[src/design/ufgp_params.svh]
// named constants for the upstream flow grant policy block
`ifndef UFGP_PARAMS_SVH
`define UFGP_PARAMS_SVH
// -----------------------------------------------------------------
// timing
// -----------------------------------------------------------------
`define UFGP_US_NS 1000
`define UFGP_CLK_NS 40
`define UFGP_CYC_PER_US ((`UFGP_US_NS + `UFGP_CLK_NS - 1) / `UFGP_CLK_NS)
// -----------------------------------------------------------------
// register offsets
// -----------------------------------------------------------------
`define UFGP_OFF_CTRL 8'h00
`define UFGP_OFF_POLICY 8'h04
`define UFGP_OFF_POLL_INT 8'h08
`define UFGP_OFF_POLL_JIT 8'h0C
`define UFGP_OFF_GRANT_SIZE 8'h10
`define UFGP_OFF_GRANT_INT 8'h14
`define UFGP_OFF_GRANT_JIT 8'h18
`define UFGP_OFF_GPI 8'h1C
`define UFGP_OFF_MS_BYTES 8'h20
`define UFGP_OFF_T0 8'h24
`define UFGP_OFF_EFF_POLICY 8'h28
`define UFGP_OFF_STATUS 8'h2C
`define UFGP_OFF_MINISLOTS 8'h30
`define UFGP_OFF_GRANT_CNT 8'h34
// -----------------------------------------------------------------
// fields and codes
// -----------------------------------------------------------------
`define UFGP_CTRL_EN_BIT 0
`define UFGP_CTRL_TYPE_MSB 15
`define UFGP_CTRL_TYPE_LSB 8
`define UFGP_ST_BE 8'h02
`define UFGP_ST_NRTPS 8'h03
`define UFGP_ST_RTPS 8'h04
`define UFGP_ST_UGSAD 8'h05
`define UFGP_ST_UGS 8'h06
`define UFGP_POL_DEF_MASK 32'h000001FF
`define UFGP_POL_DROP_BIT 8
`define UFGP_STAT_CFG_ERR 0
`define UFGP_STAT_GMISS 1
`define UFGP_STAT_PMISS 2
`endif

[src/design/ufgp_pkg.sv]
// types shared by the upstream flow grant policy block
package ufgp_pkg;
    // -------------------------------------------------------------
    // flow configuration held by software
    // -------------------------------------------------------------
    typedef struct packed {
        logic enable;
        logic [7:0] sched_type;
        logic [31:0] policy;
        logic policy_set;
        logic [31:0] poll_interval;
        logic [31:0] poll_jitter;
        logic [15:0] grant_size;
        logic [31:0] grant_interval;
        logic [31:0] grant_jitter;
        logic [6:0] grants_per_int;
        logic [15:0] minislot_bytes;
        logic [31:0] t0_offset;
    } ufgp_cfg_s;
    // -------------------------------------------------------------
    // sticky status
    // -------------------------------------------------------------
    typedef struct packed {
        logic poll_miss;
        logic grant_miss;
    } ufgp_stat_s;
    typedef logic [31:0] ufgp_word_t;
endpackage : ufgp_pkg

[src/design/ufgp_period_gen.sv]
// periodic nominal-time generator with a tolerated-jitter window
`timescale 1ns/1ns
`default_nettype none
module ufgp_period_gen (
    input wire logic pclk,
    input wire logic presetn,
    input wire logic run,
    input wire logic us_tick,
    input wire logic [31:0] t0_us,
    input wire logic [31:0] interval_us,
    input wire logic [31:0] jitter_us,
    output logic nominal,
    output logic in_window
);
    logic started_reg;
    logic [31:0] count_reg;
    logic [31:0] elapsed_reg;
    logic win_reg;
    logic nom_reg;
    wire interval_ok = (interval_us != 32'h0);
    wire at_lead = (count_reg == t0_us);
    wire at_period = (count_reg == interval_us - 32'h1);
    // a nominal time falls on the microsecond tick that completes the period
    wire fire = run & us_tick & interval_ok & (started_reg ? at_period : at_lead);
    wire win_close = us_tick & (elapsed_reg >= jitter_us);
    // the period counter restarts whenever the flow stops so t0 is measured from start
    always_ff @(posedge pclk or negedge presetn)
    begin
        if (!presetn)
        begin
            started_reg <= 1'b0;
            count_reg <= 32'h0;
            elapsed_reg <= 32'h0;
            win_reg <= 1'b0;
            nom_reg <= 1'b0;
        end
        else
        begin
            nom_reg <= fire;
            if (!run)
            begin
                started_reg <= 1'b0;
                count_reg <= 32'h0;
                win_reg <= 1'b0;
            end
            else if (fire)
            begin
                started_reg <= 1'b1;
                count_reg <= 32'h0;
                elapsed_reg <= 32'h0;
                win_reg <= 1'b1;
            end
            else if (us_tick)
            begin
                count_reg <= count_reg + 32'h1;
                if (elapsed_reg != 32'hFFFFFFFF)
                    elapsed_reg <= elapsed_reg + 32'h1;
                if (win_close)
                    win_reg <= 1'b0;
            end
        end
    end
    assign nominal = nom_reg;
    assign in_window = win_reg;
endmodule : ufgp_period_gen
`default_nettype wire

[src/design/ufgp_top.sv]
// upstream flow policy and periodic poll/grant scheduler with apb registers
//
// How it works
// - policy word is 32 bits, bit 0 lsb; defaults zero, needed beyond best effort
// - bit 8 has no effect unless scheduling type is plain grant service
// - policy bits 9 to 31 are reserved and carry nothing
// - polls fall between nominal time and nominal time plus poll jitter
// - poll jitter is a 32-bit microsecond bound after the nominal poll time
// - grant size is 16-bit bytes covering the whole frame; grants carry it
// - grant byte size is converted to a minislot count
// - grant flows get grants at t0 plus multiples of the grant interval
// - several grants per interval all lie inside that interval's window
// - grant jitter bounds the delay past nominal on the master timebase
// - plain grant service issues exactly the configured count, 0 to 127
// - activity-detect service never exceeds the configured count per interval
// - type 6 is plain grant service, type 5 adds activity detection
`timescale 1ns/1ns
`default_nettype none
`include "ufgp_params.svh"
module ufgp_top (
    input wire logic pclk,
    input wire logic presetn,
    input wire logic psel,
    input wire logic penable,
    input wire logic pwrite,
    input wire logic [7:0] paddr,
    input wire logic [31:0] pwdata,
    output logic pready,
    output logic [31:0] prdata,
    output logic pslverr,
    input wire logic [6:0] act_grants,
    output logic grant_valid,
    input wire logic grant_ready,
    output logic [15:0] grant_bytes,
    output logic [15:0] grant_minislots,
    output logic poll_valid,
    input wire logic poll_ready,
    output logic [31:0] policy_eff
);
    // -----------------------------------------------------------------
    // state
    // -----------------------------------------------------------------
    localparam logic [4:0] DIV_LAST = 5'(`UFGP_CYC_PER_US - 1);
    ufgp_pkg::ufgp_cfg_s cfg_reg;
    ufgp_pkg::ufgp_stat_s stat_reg;
    ufgp_pkg::ufgp_word_t prdata_reg;
    ufgp_pkg::ufgp_word_t policy_eff_reg;
    logic [4:0] div_reg;
    logic us_tick_reg;
    logic [6:0] pend_reg;
    logic poll_pend_reg;
    logic [15:0] grant_cnt_reg;
    logic [15:0] minislots_reg;
    logic [15:0] bytes_reg;
    logic err_reg;
    logic g_nom;
    logic g_win;
    logic p_nom;
    logic p_win;
    // -----------------------------------------------------------------
    // apb decode
    // -----------------------------------------------------------------
    wire setup_ph = psel & ~penable;
    wire access_ph = psel & penable;
    wire wr_en = access_ph & pwrite;
    wire hit_ctrl = (paddr == `UFGP_OFF_CTRL);
    wire hit_policy = (paddr == `UFGP_OFF_POLICY);
    wire hit_poll_int = (paddr == `UFGP_OFF_POLL_INT);
    wire hit_poll_jit = (paddr == `UFGP_OFF_POLL_JIT);
    wire hit_gsize = (paddr == `UFGP_OFF_GRANT_SIZE);
    wire hit_gint = (paddr == `UFGP_OFF_GRANT_INT);
    wire hit_gjit = (paddr == `UFGP_OFF_GRANT_JIT);
    wire hit_gpi = (paddr == `UFGP_OFF_GPI);
    wire hit_msb = (paddr == `UFGP_OFF_MS_BYTES);
    wire hit_t0 = (paddr == `UFGP_OFF_T0);
    wire hit_eff = (paddr == `UFGP_OFF_EFF_POLICY);
    wire hit_stat = (paddr == `UFGP_OFF_STATUS);
    wire hit_ms = (paddr == `UFGP_OFF_MINISLOTS);
    wire hit_cnt = (paddr == `UFGP_OFF_GRANT_CNT);
    wire hit_any = hit_ctrl | hit_policy | hit_poll_int | hit_poll_jit | hit_gsize |
                   hit_gint | hit_gjit | hit_gpi | hit_msb | hit_t0 | hit_eff |
                   hit_stat | hit_ms | hit_cnt;
    // zero wait states; read data is captured in the setup cycle
    assign pready = 1'b1;
    assign pslverr = access_ph & ~hit_any;
    // -----------------------------------------------------------------
    // scheduling type and policy
    // -----------------------------------------------------------------
    // type code decode
    wire is_ugs = (cfg_reg.sched_type == `UFGP_ST_UGS);
    wire is_ugsad = (cfg_reg.sched_type == `UFGP_ST_UGSAD);
    wire is_poll = (cfg_reg.sched_type == `UFGP_ST_RTPS) |
                   (cfg_reg.sched_type == `UFGP_ST_NRTPS);
    wire grant_run = cfg_reg.enable & (is_ugs | is_ugsad);
    wire poll_run = cfg_reg.enable & is_poll;
    wire [31:0] pol_masked = cfg_reg.policy & `UFGP_POL_DEF_MASK;
    // drop bit only for plain grant
    wire [31:0] pol_eff_next = is_ugs ? pol_masked :
                               (pol_masked & ~(32'h1 << `UFGP_POL_DROP_BIT));
    wire cfg_err = cfg_reg.enable & (cfg_reg.sched_type != `UFGP_ST_BE) & ~cfg_reg.policy_set;
    // -----------------------------------------------------------------
    // grant sizing
    // -----------------------------------------------------------------
    // bytes to minislots, rounded up; a zero minislot size means one byte
    wire [16:0] ms_div = (cfg_reg.minislot_bytes == 16'h0) ? 17'h1 :
                         {1'b0, cfg_reg.minislot_bytes};
    wire [16:0] ms_num = {1'b0, cfg_reg.grant_size} + ms_div - 17'h1;
    wire [16:0] ms_quot = ms_num / ms_div;
    // -----------------------------------------------------------------
    // grant and poll issue
    // -----------------------------------------------------------------
    // activity-detect count capped by configured limit
    wire [6:0] ad_cnt = (act_grants < cfg_reg.grants_per_int) ? act_grants :
                        cfg_reg.grants_per_int;
    wire [6:0] load_cnt = is_ugs ? cfg_reg.grants_per_int : ad_cnt;
    wire g_hs = grant_valid & grant_ready;
    wire p_hs = poll_valid & poll_ready;
    wire [6:0] pend_left = pend_reg - {6'h0, g_hs};
    // a window that closes with grants still owed is a missed commitment
    wire g_close = (pend_reg != 7'h0) & ~g_win & ~g_nom;
    wire g_miss = grant_run & (g_close | (g_nom & (pend_left != 7'h0)));
    wire p_close = poll_pend_reg & ~p_win & ~p_nom;
    wire p_miss = poll_run & (p_close | (p_nom & poll_pend_reg & ~p_hs));
    // grants only inside the jitter window
    assign grant_valid = grant_run & g_win & (pend_reg != 7'h0);
    // polls only inside the jitter window
    assign poll_valid = poll_run & p_win & poll_pend_reg;
    // -----------------------------------------------------------------
    // read mux
    // -----------------------------------------------------------------
    wire [31:0] ctrl_rd = {16'h0, cfg_reg.sched_type, 7'h0, cfg_reg.enable};
    wire [31:0] stat_rd = {29'h0, stat_reg.poll_miss, stat_reg.grant_miss, err_reg};
    wire [31:0] rd_mux = hit_ctrl ? ctrl_rd :
                         hit_policy ? cfg_reg.policy :
                         hit_poll_int ? cfg_reg.poll_interval :
                         hit_poll_jit ? cfg_reg.poll_jitter :
                         hit_gsize ? {16'h0, cfg_reg.grant_size} :
                         hit_gint ? cfg_reg.grant_interval :
                         hit_gjit ? cfg_reg.grant_jitter :
                         hit_gpi ? {25'h0, cfg_reg.grants_per_int} :
                         hit_msb ? {16'h0, cfg_reg.minislot_bytes} :
                         hit_t0 ? cfg_reg.t0_offset :
                         hit_eff ? policy_eff_reg :
                         hit_stat ? stat_rd :
                         hit_ms ? {16'h0, minislots_reg} :
                         hit_cnt ? {16'h0, grant_cnt_reg} : 32'h0;
    // -----------------------------------------------------------------
    // microsecond timebase
    // -----------------------------------------------------------------
    // one enable pulse per microsecond keeps the whole block on pclk
    always_ff @(posedge pclk or negedge presetn)
    begin
        if (!presetn)
        begin
            div_reg <= 5'h0;
            us_tick_reg <= 1'b0;
        end
        else
        begin
            us_tick_reg <= (div_reg == DIV_LAST);
            div_reg <= (div_reg == DIV_LAST) ? 5'h0 : div_reg + 5'h1;
        end
    end
    // -----------------------------------------------------------------
    // configuration registers
    // -----------------------------------------------------------------
    // grant count field is seven bits wide
    always_ff @(posedge pclk or negedge presetn)
    begin
        if (!presetn)
        begin
            cfg_reg <= '0;
        end
        else if (wr_en)
        begin
            if (hit_ctrl)
            begin
                cfg_reg.enable <= pwdata[`UFGP_CTRL_EN_BIT];
                cfg_reg.sched_type <= pwdata[`UFGP_CTRL_TYPE_MSB:`UFGP_CTRL_TYPE_LSB];
            end
            if (hit_policy)
            begin
                cfg_reg.policy <= pwdata;
                cfg_reg.policy_set <= 1'b1;
            end
            if (hit_poll_int)
                cfg_reg.poll_interval <= pwdata;
            if (hit_poll_jit)
                cfg_reg.poll_jitter <= pwdata;
            if (hit_gsize)
                cfg_reg.grant_size <= pwdata[15:0];
            if (hit_gint)
                cfg_reg.grant_interval <= pwdata;
            if (hit_gjit)
                cfg_reg.grant_jitter <= pwdata;
            if (hit_gpi)
                cfg_reg.grants_per_int <= pwdata[6:0];
            if (hit_msb)
                cfg_reg.minislot_bytes <= pwdata[15:0];
            if (hit_t0)
                cfg_reg.t0_offset <= pwdata;
        end
    end
    // -----------------------------------------------------------------
    // status and derived registers
    // -----------------------------------------------------------------
    // miss flags are write-one-to-clear; a new miss in the same cycle wins
    always_ff @(posedge pclk or negedge presetn)
    begin
        if (!presetn)
        begin
            stat_reg <= '0;
            err_reg <= 1'b0;
            policy_eff_reg <= 32'h0;
            minislots_reg <= 16'h0;
            bytes_reg <= 16'h0;
            prdata_reg <= 32'h0;
        end
        else
        begin
            err_reg <= cfg_err;
            policy_eff_reg <= pol_eff_next;
            minislots_reg <= ms_quot[15:0];
            bytes_reg <= cfg_reg.grant_size;
            if (setup_ph)
                prdata_reg <= rd_mux;
            stat_reg.grant_miss <= g_miss |
                (stat_reg.grant_miss & ~(wr_en & hit_stat & pwdata[`UFGP_STAT_GMISS]));
            stat_reg.poll_miss <= p_miss |
                (stat_reg.poll_miss & ~(wr_en & hit_stat & pwdata[`UFGP_STAT_PMISS]));
        end
    end
    // -----------------------------------------------------------------
    // pending grants and polls
    // -----------------------------------------------------------------
    // leftover grants are dropped when the window ends
    always_ff @(posedge pclk or negedge presetn)
    begin
        if (!presetn)
        begin
            pend_reg <= 7'h0;
            poll_pend_reg <= 1'b0;
            grant_cnt_reg <= 16'h0;
        end
        else
        begin
            if (!grant_run || g_close)
                pend_reg <= 7'h0;
            else if (g_nom)
                pend_reg <= load_cnt;
            else
                pend_reg <= pend_left;
            if (!poll_run || p_close)
                poll_pend_reg <= 1'b0;
            else if (p_nom)
                poll_pend_reg <= 1'b1;
            else if (p_hs)
                poll_pend_reg <= 1'b0;
            if (g_hs)
                grant_cnt_reg <= grant_cnt_reg + 16'h1;
        end
    end
    // -----------------------------------------------------------------
    // schedule generators
    // -----------------------------------------------------------------
    // grant schedule on microsecond timebase
    ufgp_period_gen u_grant_gen (
        .pclk(pclk),
        .presetn(presetn),
        .run(grant_run),
        .us_tick(us_tick_reg),
        .t0_us(cfg_reg.t0_offset),
        .interval_us(cfg_reg.grant_interval),
        .jitter_us(cfg_reg.grant_jitter),
        .nominal(g_nom),
        .in_window(g_win)
    );
    // poll jitter bounds the poll window
    ufgp_period_gen u_poll_gen (
        .pclk(pclk),
        .presetn(presetn),
        .run(poll_run),
        .us_tick(us_tick_reg),
        .t0_us(cfg_reg.t0_offset),
        .interval_us(cfg_reg.poll_interval),
        .jitter_us(cfg_reg.poll_jitter),
        .nominal(p_nom),
        .in_window(p_win)
    );
    assign grant_bytes = bytes_reg;
    assign grant_minislots = minislots_reg;
    assign policy_eff = policy_eff_reg;
    assign prdata = prdata_reg;
endmodule : ufgp_top
`default_nettype wire

[config.mk]
export PLATFORM = sky130hd
export DESIGN_NAME = ufgp_top
export DESIGN_NICKNAME = d
export VERILOG_FILES = /design/src/design/ufgp_pkg.sv /design/src/design/ufgp_period_gen.sv /design/src/design/ufgp_top.sv
export VERILOG_INCLUDE_DIRS = /design/src /design/src/design
export SDC_FILE = /design/constraint.sdc
export NUM_CORES = 2
export LEC_CHECK = 0
export BUFFER_PORTS_ARGS = -buffer_cell sky130_fd_sc_hd__clkbuf_2
export CORE_MARGIN = 10
export CORE_UTILIZATION = 45
export DETAILED_ROUTE_END_ITERATION = 7
export HOLD_SLACK_MARGIN = 0.03
export PLACE_DENSITY = 0.59
export SLEW_MARGIN = 30
export SYNTH_ARGS = -nofsm -noshare
export SYNTH_HDL_FRONTEND = slang
export SYNTH_SLANG_ARGS = --single-unit
[constraint.sdc]
create_clock -name pclk -period 39.7 [get_ports pclk]
set_clock_uncertainty 0.15 [all_clocks]
set_input_delay 7.94 -clock pclk [delete_from_list [all_inputs] [get_ports pclk]]
set_output_delay 7.94 -clock pclk [all_outputs]
set_load 0.01 [all_outputs]
## After elaboration in Yosys (flattened, before gate mapping)

Cells that the tools add are included.

| word-level totals | value |
|---|---|
| register bits | 481 |
| bits of input ports | 54 |
| output and inout bits | 100 |
| word-level logic and storage cells | 224 |

| cells by class | value |
|---|---|
| add/sub/neg operators | 11 |
| div/mod/pow operators | 1 |
| order comparisons | 3 |
| equal/unequal tests | 31 |
| muxes and demuxes | 50 |
| bitwise operators | 65 |
| reductions and logical operators | 29 |

Operators with widths:

| kind | number |
|---|---|
| two-way mux 32 bit | 22 |
| adder 32 x 1 -> 32 bit (second input constant) | 4 |
| == test 32 bit | 4 |
| two-way mux 16 bit | 5 |
| >= comparator 32 bit | 2 |
| inequality test 32 bit (second input constant) | 2 |
| nonzero test 32 bit | 2 |
| subtractor 32 x 1 -> 32 bit (second input constant) | 2 |
| == test 8 x 6 -> 1 bit (second input constant) | 6 |
| bitwise AND 1 bit | 36 |
| == test 8 x 3 -> 1 bit (second input constant) | 4 |
| == test 8 x 5 -> 1 bit (second input constant) | 4 |
| two-way mux 7 bit | 4 |
| AND reduction 2 bit | 12 |
| bitwise OR 1 bit | 19 |
| adder 16 x 16 -> 17 bit | 1 |
| divider 17 x 17 -> 17 bit | 1 |
| two-way mux 1 bit | 17 |
| subtractor 17 x 1 -> 17 bit (second input constant) | 1 |
| adder 16 x 1 -> 16 bit (second input constant) | 1 |
| == test 8 x 4 -> 1 bit (second input constant) | 2 |
| zero test 16 bit | 1 |
| nonzero test 7 bit | 2 |
| NOT 1 bit | 10 |
| other kinds (17) | 26 |

## Depth between registers and ports, before layout

| depth | value |
|---|---|
| depth after elaboration | 16 |
| gate-level depth with buffers | 168 |
| mapped depth without buffers | 157 |

## Cells and area by module

A second synthesis with hierarchy kept.

| second synthesis, totals | value |
|---|---|
| cell total of the unflattened synthesis | 4012 |
| area total of the unflattened synthesis | 36281.0 µm² |

By module, submodules not included:

| module | times used | cells each | area each (µm²) | sequential area each (µm²) |
|---|---|---|---|---|
| ufgp_top | 1 | 2502 | 23989.3 | 8683.3 |
| ufgp_period_gen | 2 | 755 | 6145.9 | 1676.6 |

## Worst setup path after synthesis

No wires, ideal clock.

| timing path | value |
|---|---|
| path kind | flip-flop to flip-flop |
| from | register cfg_reg[47] (netlist name) |
| to | register minislots_reg[0], in the netlist grant_minislots[0] |
| setup time | 0.119 ns |
| data arrival time | 31.895 ns |
| required time | 39.431 ns |
| path slack | 7.536 ns |
| cell stages (with the launch flop) | 157 |
| path buffers | 10 |
| period minus slack after synthesis | 32.164 ns |
| cells stage by stage | dfrtp_1 > clkbuf_1 > nor4_2 > nand4_1 > nor2_1 > nor2_1 > ha_1 > inv_1 > ha_1 > a21o_1 > a41oi_1 > nand2_1 > a21oi_1 > o31ai_1 > nand2_1 > xnor2_1 > ha_1 > nor2_1 > [... 121 more ...] > a211oi_1 > o21ai_0 > a21oi_1 > inv_1 > clkbuf_1 > nor2_1 > a21oi_1 > ha_1 > nor2b_1 > o21a_1 > o21a_1 > o21ai_0 > a21oi_1 > a211oi_1 > o21ai_0 > a41oi_1 > o311a_1 > a21bo_2 |

| between the ends | value |
|---|---|
| cells in the longest elaborated chain, start to end | 5 |

Ends and longest elaborated chain:

| element | line | source |
|---|---|---|
| start, declared | ufgp_top.sv:44 | `ufgp_pkg::ufgp_cfg_s cfg_reg;` |
| zero test 16 bit | ufgp_top.sv:105 | `wire [16:0] ms_div = (cfg_reg.minislot_bytes == 16'h0) ? 17'h1 :` |
| two-way mux 16 bit * | ufgp_top.sv:105 |  |
| adder 16 x 16 -> 17 bit | ufgp_top.sv:107 | `wire [16:0] ms_num = {1'b0, cfg_reg.grant_size} + ms_div - 17'h1;` |
| subtractor 17 x 1 -> 17 bit | ufgp_top.sv:107 |  |
| divider 17 x 17 -> 17 bit * | ufgp_top.sv:108 | `wire [16:0] ms_quot = ms_num / ms_div;` |
| via ms_quot[0] | ufgp_top.sv:108 |  |
| end signal, assigned | ufgp_top.sv:223 | `minislots_reg <= ms_quot[15:0];` |
| end, declared | ufgp_top.sv:53 | `logic [15:0] minislots_reg;` |

Mark *: on every way through the listed nets, which the timed path passes. The rest lies on a longest branch.
A chain may end at the register's enable or synchronous reset.

## Worst setup path in the final report

| timing path | value |
|---|---|
| from | register cfg_reg[46] (netlist name) |
| to | register minislots_reg[0], in the netlist grant_minislots[0] |

Same word-level chain as after synthesis.

==> summary.txt <==
Yosys
  – Portion of the post-synthesis area used by sequential elements: 0.339
  – Number of standard cells after synthesis: 3960
  – Cell accounting for the most synthesized area: dfrtp_1
  – Cell types with the largest area share after synthesis: dfrtp_1 (34%), ha_1 (9.4%), mux2_2 (7.6%), nor2_1 (4.4%), xnor2_1 (4.1%)
  – Area share of the largest cell type after synthesis: 0.339
  – Combinational family with the most area after synthesis: simple AND/OR/NAND/NOR gates
  – Share of synthesized flip-flops with an asynchronous set or reset: 1.00
  – Number of synthesis warnings: 0
  – Area of the mapped netlist: 0.0355 mm2
  – Avg Synthesized Cell Area: 8.97 um2
  – EDFF count, synth: 0
  – Post-synthesis compound-gate area fraction: 0.169
  – Share of synthesized area spent on multiplexers: 0.0843
  – Synthesized-area fraction occupied by xor and xnor cells: 0.0824
  – Synthesized-area fraction occupied by adder cells: 0.0946
  – Flip-flop and latch count after synthesis: 481
  – Top cell types by occurrence after synthesis: dfrtp_1 (481), nor2_1 (418), nand2_1 (285)
  – Basic-gate share of the synthesized area counting and, or, nand and nor cells: 0.184
  – Count of cell types in the netlist: 100
  – Most common cell in the netlist: dfrtp_1
  – Top_reg_cell synth: dfrtp_1

Timing
  – Final critical-path share of the clock period: 0.920
  – Actual slew at the worst max-slew pin: 0.967 ns
  – Number of pins exceeding their max-slew limit in the final report: 0
  – Number of hold violations in the final report: 0
  – Slew Limit Headroom: 0.355
  – Setup-failing EPs final: 0
  – Shortest period the worst path allows: 36.52 ns
  – Setup repair after global routing missed its margin: false
  – Aggregate negative setup slack: 0 ns
  – Achievable clock frequency: 27.4 MHz

Clock network
  – Skew-Pair Late Insertion Delay: 0.65 ns
  – Root buf cell: clkbuf_16
  – Clock-pin slew on the worst setup and hold paths: 0.06 ns
  – Number of CTS-inserted buffers: 55
  – H-tree lvl count: 2
  – Post-CTS Hold Fix Bufs: 0
  – Maximum buffer depth of the clock tree: 3
  – CTS tree: built
  – Number of buffers added for setup after CTS: 0
  – Count of clock tree sinks: 481
  – Number of gates given a new drive strength after cts: 0

Worst hold path
  – Classification of the worst-slack hold path: reg2reg

Floorplanning
  – Site Rows: 102
  – Initial standard-cell utilization of the core: 0.456
  – # IOs: 154
  – Std-Cell Core Area: 0.0778 mm2
  – Die width: 301 um
  – Die Area: 0.0905 mm2
  – DIE HEIGHT: 301 um

Critical path
  – Start-to-end type of the worst setup path: reg2reg
  – Crit path top cell by count: ha_1
  – Master of the slowest instance on the critical path: or4_1
  – Startpoint type of the worst setup path: flip-flop
  – Crit path required time: 40.06 ns
  – Endpoint class of the critical path: flip-flop
  – Largest incremental delay on the critical path: 0.53 ns
  – Critical-path maximum fanout: 24
  – Data arrival at the endpoint of the critical path: 36.88 ns

GRT
  – Aggregate global-route resource usage: 0.275
  – Vias in the first global route: 29800
  – First-pass GRT wire length: 192000 um
  – Maximum number of pins on one net before global-route repair: 90
  – Initial antenna violation count: 4
  – GR Overflow Total: 0

Routing
  – Aggregate routed wire length: 128000 um
  – Via density per instance: 6.16
  – Count of nets left with antenna violations after detail routing: 0
  – Post-DR wirelength/cell: 25.0 um
  – DRC violation total after the first TritonRoute iteration: 3395
  – Vias: 31600
  – Total DRC errors in the routed layout: 3
  – Iteration count of the initial detailed-routing pass: 8

Run
  – Number of max-cap violations: 0

Run status
  – Result of the run: finished with violations
  – Violations in the final reports: design-rule violations

Final layout
  – Synth-to-Final Area Change: 10.3%
  – Number of flip-flops in the largest register: 241
  – FF/Latch Area: 0.0120 mm2
  – Final core utilization: 0.503
  – Post-layout net count: 4368
  – Share of layout cells above drive strength 1: 0.146
  – Area of combinational cells with multiple inputs: 0.0220 mm2
  – FILL cells: 7464

Placement
  – Placer's final routability congestion estimate: 0.956
  – Port bufs: 129
  – Post-DP HPWL: 97900 um
layout by cell type (no fill, tap or decap), types with 29 or more instances in the layout:
master / synthesis / routed
a211oi_1: 35 / 33
a21o_1: 84 / 83
a21oi_1: 181 / 181
a222oi_1: 33 / 33
a31oi_1: 33 / 32
and3_1: 45 / 45
buf_4: 25 / 54
clkbuf_16: 0 / 55
clkbuf_2: 1 / 128
dfrtp_1: 481 / 481
ha_1: 267 / 267
inv_1: 216 / 215
mux2_2: 241 / 241
nand2_1: 285 / 285
nand2b_1: 32 / 31
nand3_1: 122 / 122
nand4_1: 73 / 73
nor2_1: 418 / 413
nor2b_1: 40 / 40
nor3_1: 104 / 100
nor4_1: 35 / 34
o211ai_1: 29 / 29
o21a_1: 42 / 42
o21ai_0: 192 / 192
or3_1: 36 / 36
xnor2_1: 168 / 168
xor2_1: 166 / 166
critical path, delay by kind of cell, from the launching register on:
kind / cells / cell delay (ns)
AO/OA/AOI/OAI: 75 / 16.41
XOR/XNOR: 1 / 0.13
adder cells (fa/ha/maj): 19 / 5.79
buffers and inverters: 15 / 3.88
flip-flops: 1 / 0.48
multiplexers: 7 / 2.38
AND/OR/NAND/NOR: 32 / 7.09
final timing paths:
path                              start                  endpoint  slack, ns  depth (start not counted)
max reg2reg                 cfg_reg[46]        grant_minislots[0]       3.18                        149
min reg2reg                cfg_reg[123]            grant_bytes[4]       0.25                          0
min                        cfg_reg[123]            grant_bytes[4]       0.25                          0
min in group asynchronous       presetn  u_grant_gen.count_reg[3]       7.19                          1
max in group asynchronous       presetn               cfg_reg[18]      30.04                          3
max                         cfg_reg[46]        grant_minislots[0]       3.18                        149
area by class of cell:
type | count | area share
multi-input combinational | 3103 | 0.562
sequential | 481 | 0.307
clock buffer | 79 | 0.0408
tap | 1040 | 0.0332
timing repair buffer | 186 | 0.0282
inverter | 219 | 0.0212
clock inverter | 21 | 0.00744
antenna | 4 | 0.000256
stage by stage:
stage          instances  hold slack, ns  worst slack, ns  instance area, um2
2_1_floorplan       3982           0.219             7.54               35600
3_3_place_gp        5028           0.228             3.16               37200
3_5_place_dp        5028           0.234             2.31               37200
4_1_cts             5128           0.248             2.16               39100
5_1_grt             5129           0.251          0.00892               39200
6_report            5133           0.247             3.18               39200
per-layer routing:
layer	track usage	vias to the layer above	wire length [um]
met1	0.411	15600	59400
li1	-	14500	-
met5	0	-	61
met2	0.401	1314	53900
met4	0.0637	6	2970
met3	0.0540	172	12100
kinds of logic (layout without fill, tap and decap cells):
logic type	count (synthesis)	after routing
and+or+nand+nor	1325	1325
AOI/OAI and AO/OA	883	883
DFF	481	481
buffers and inverters	398	505
xor gates and xnor gates	334	334
muxes	269	269
adders and majority gates	268	268
other	2	28
Power is left out: the tool's default activity adds up to more than one toggle a clock period on the data nets, which glitch-free logic cannot reach.
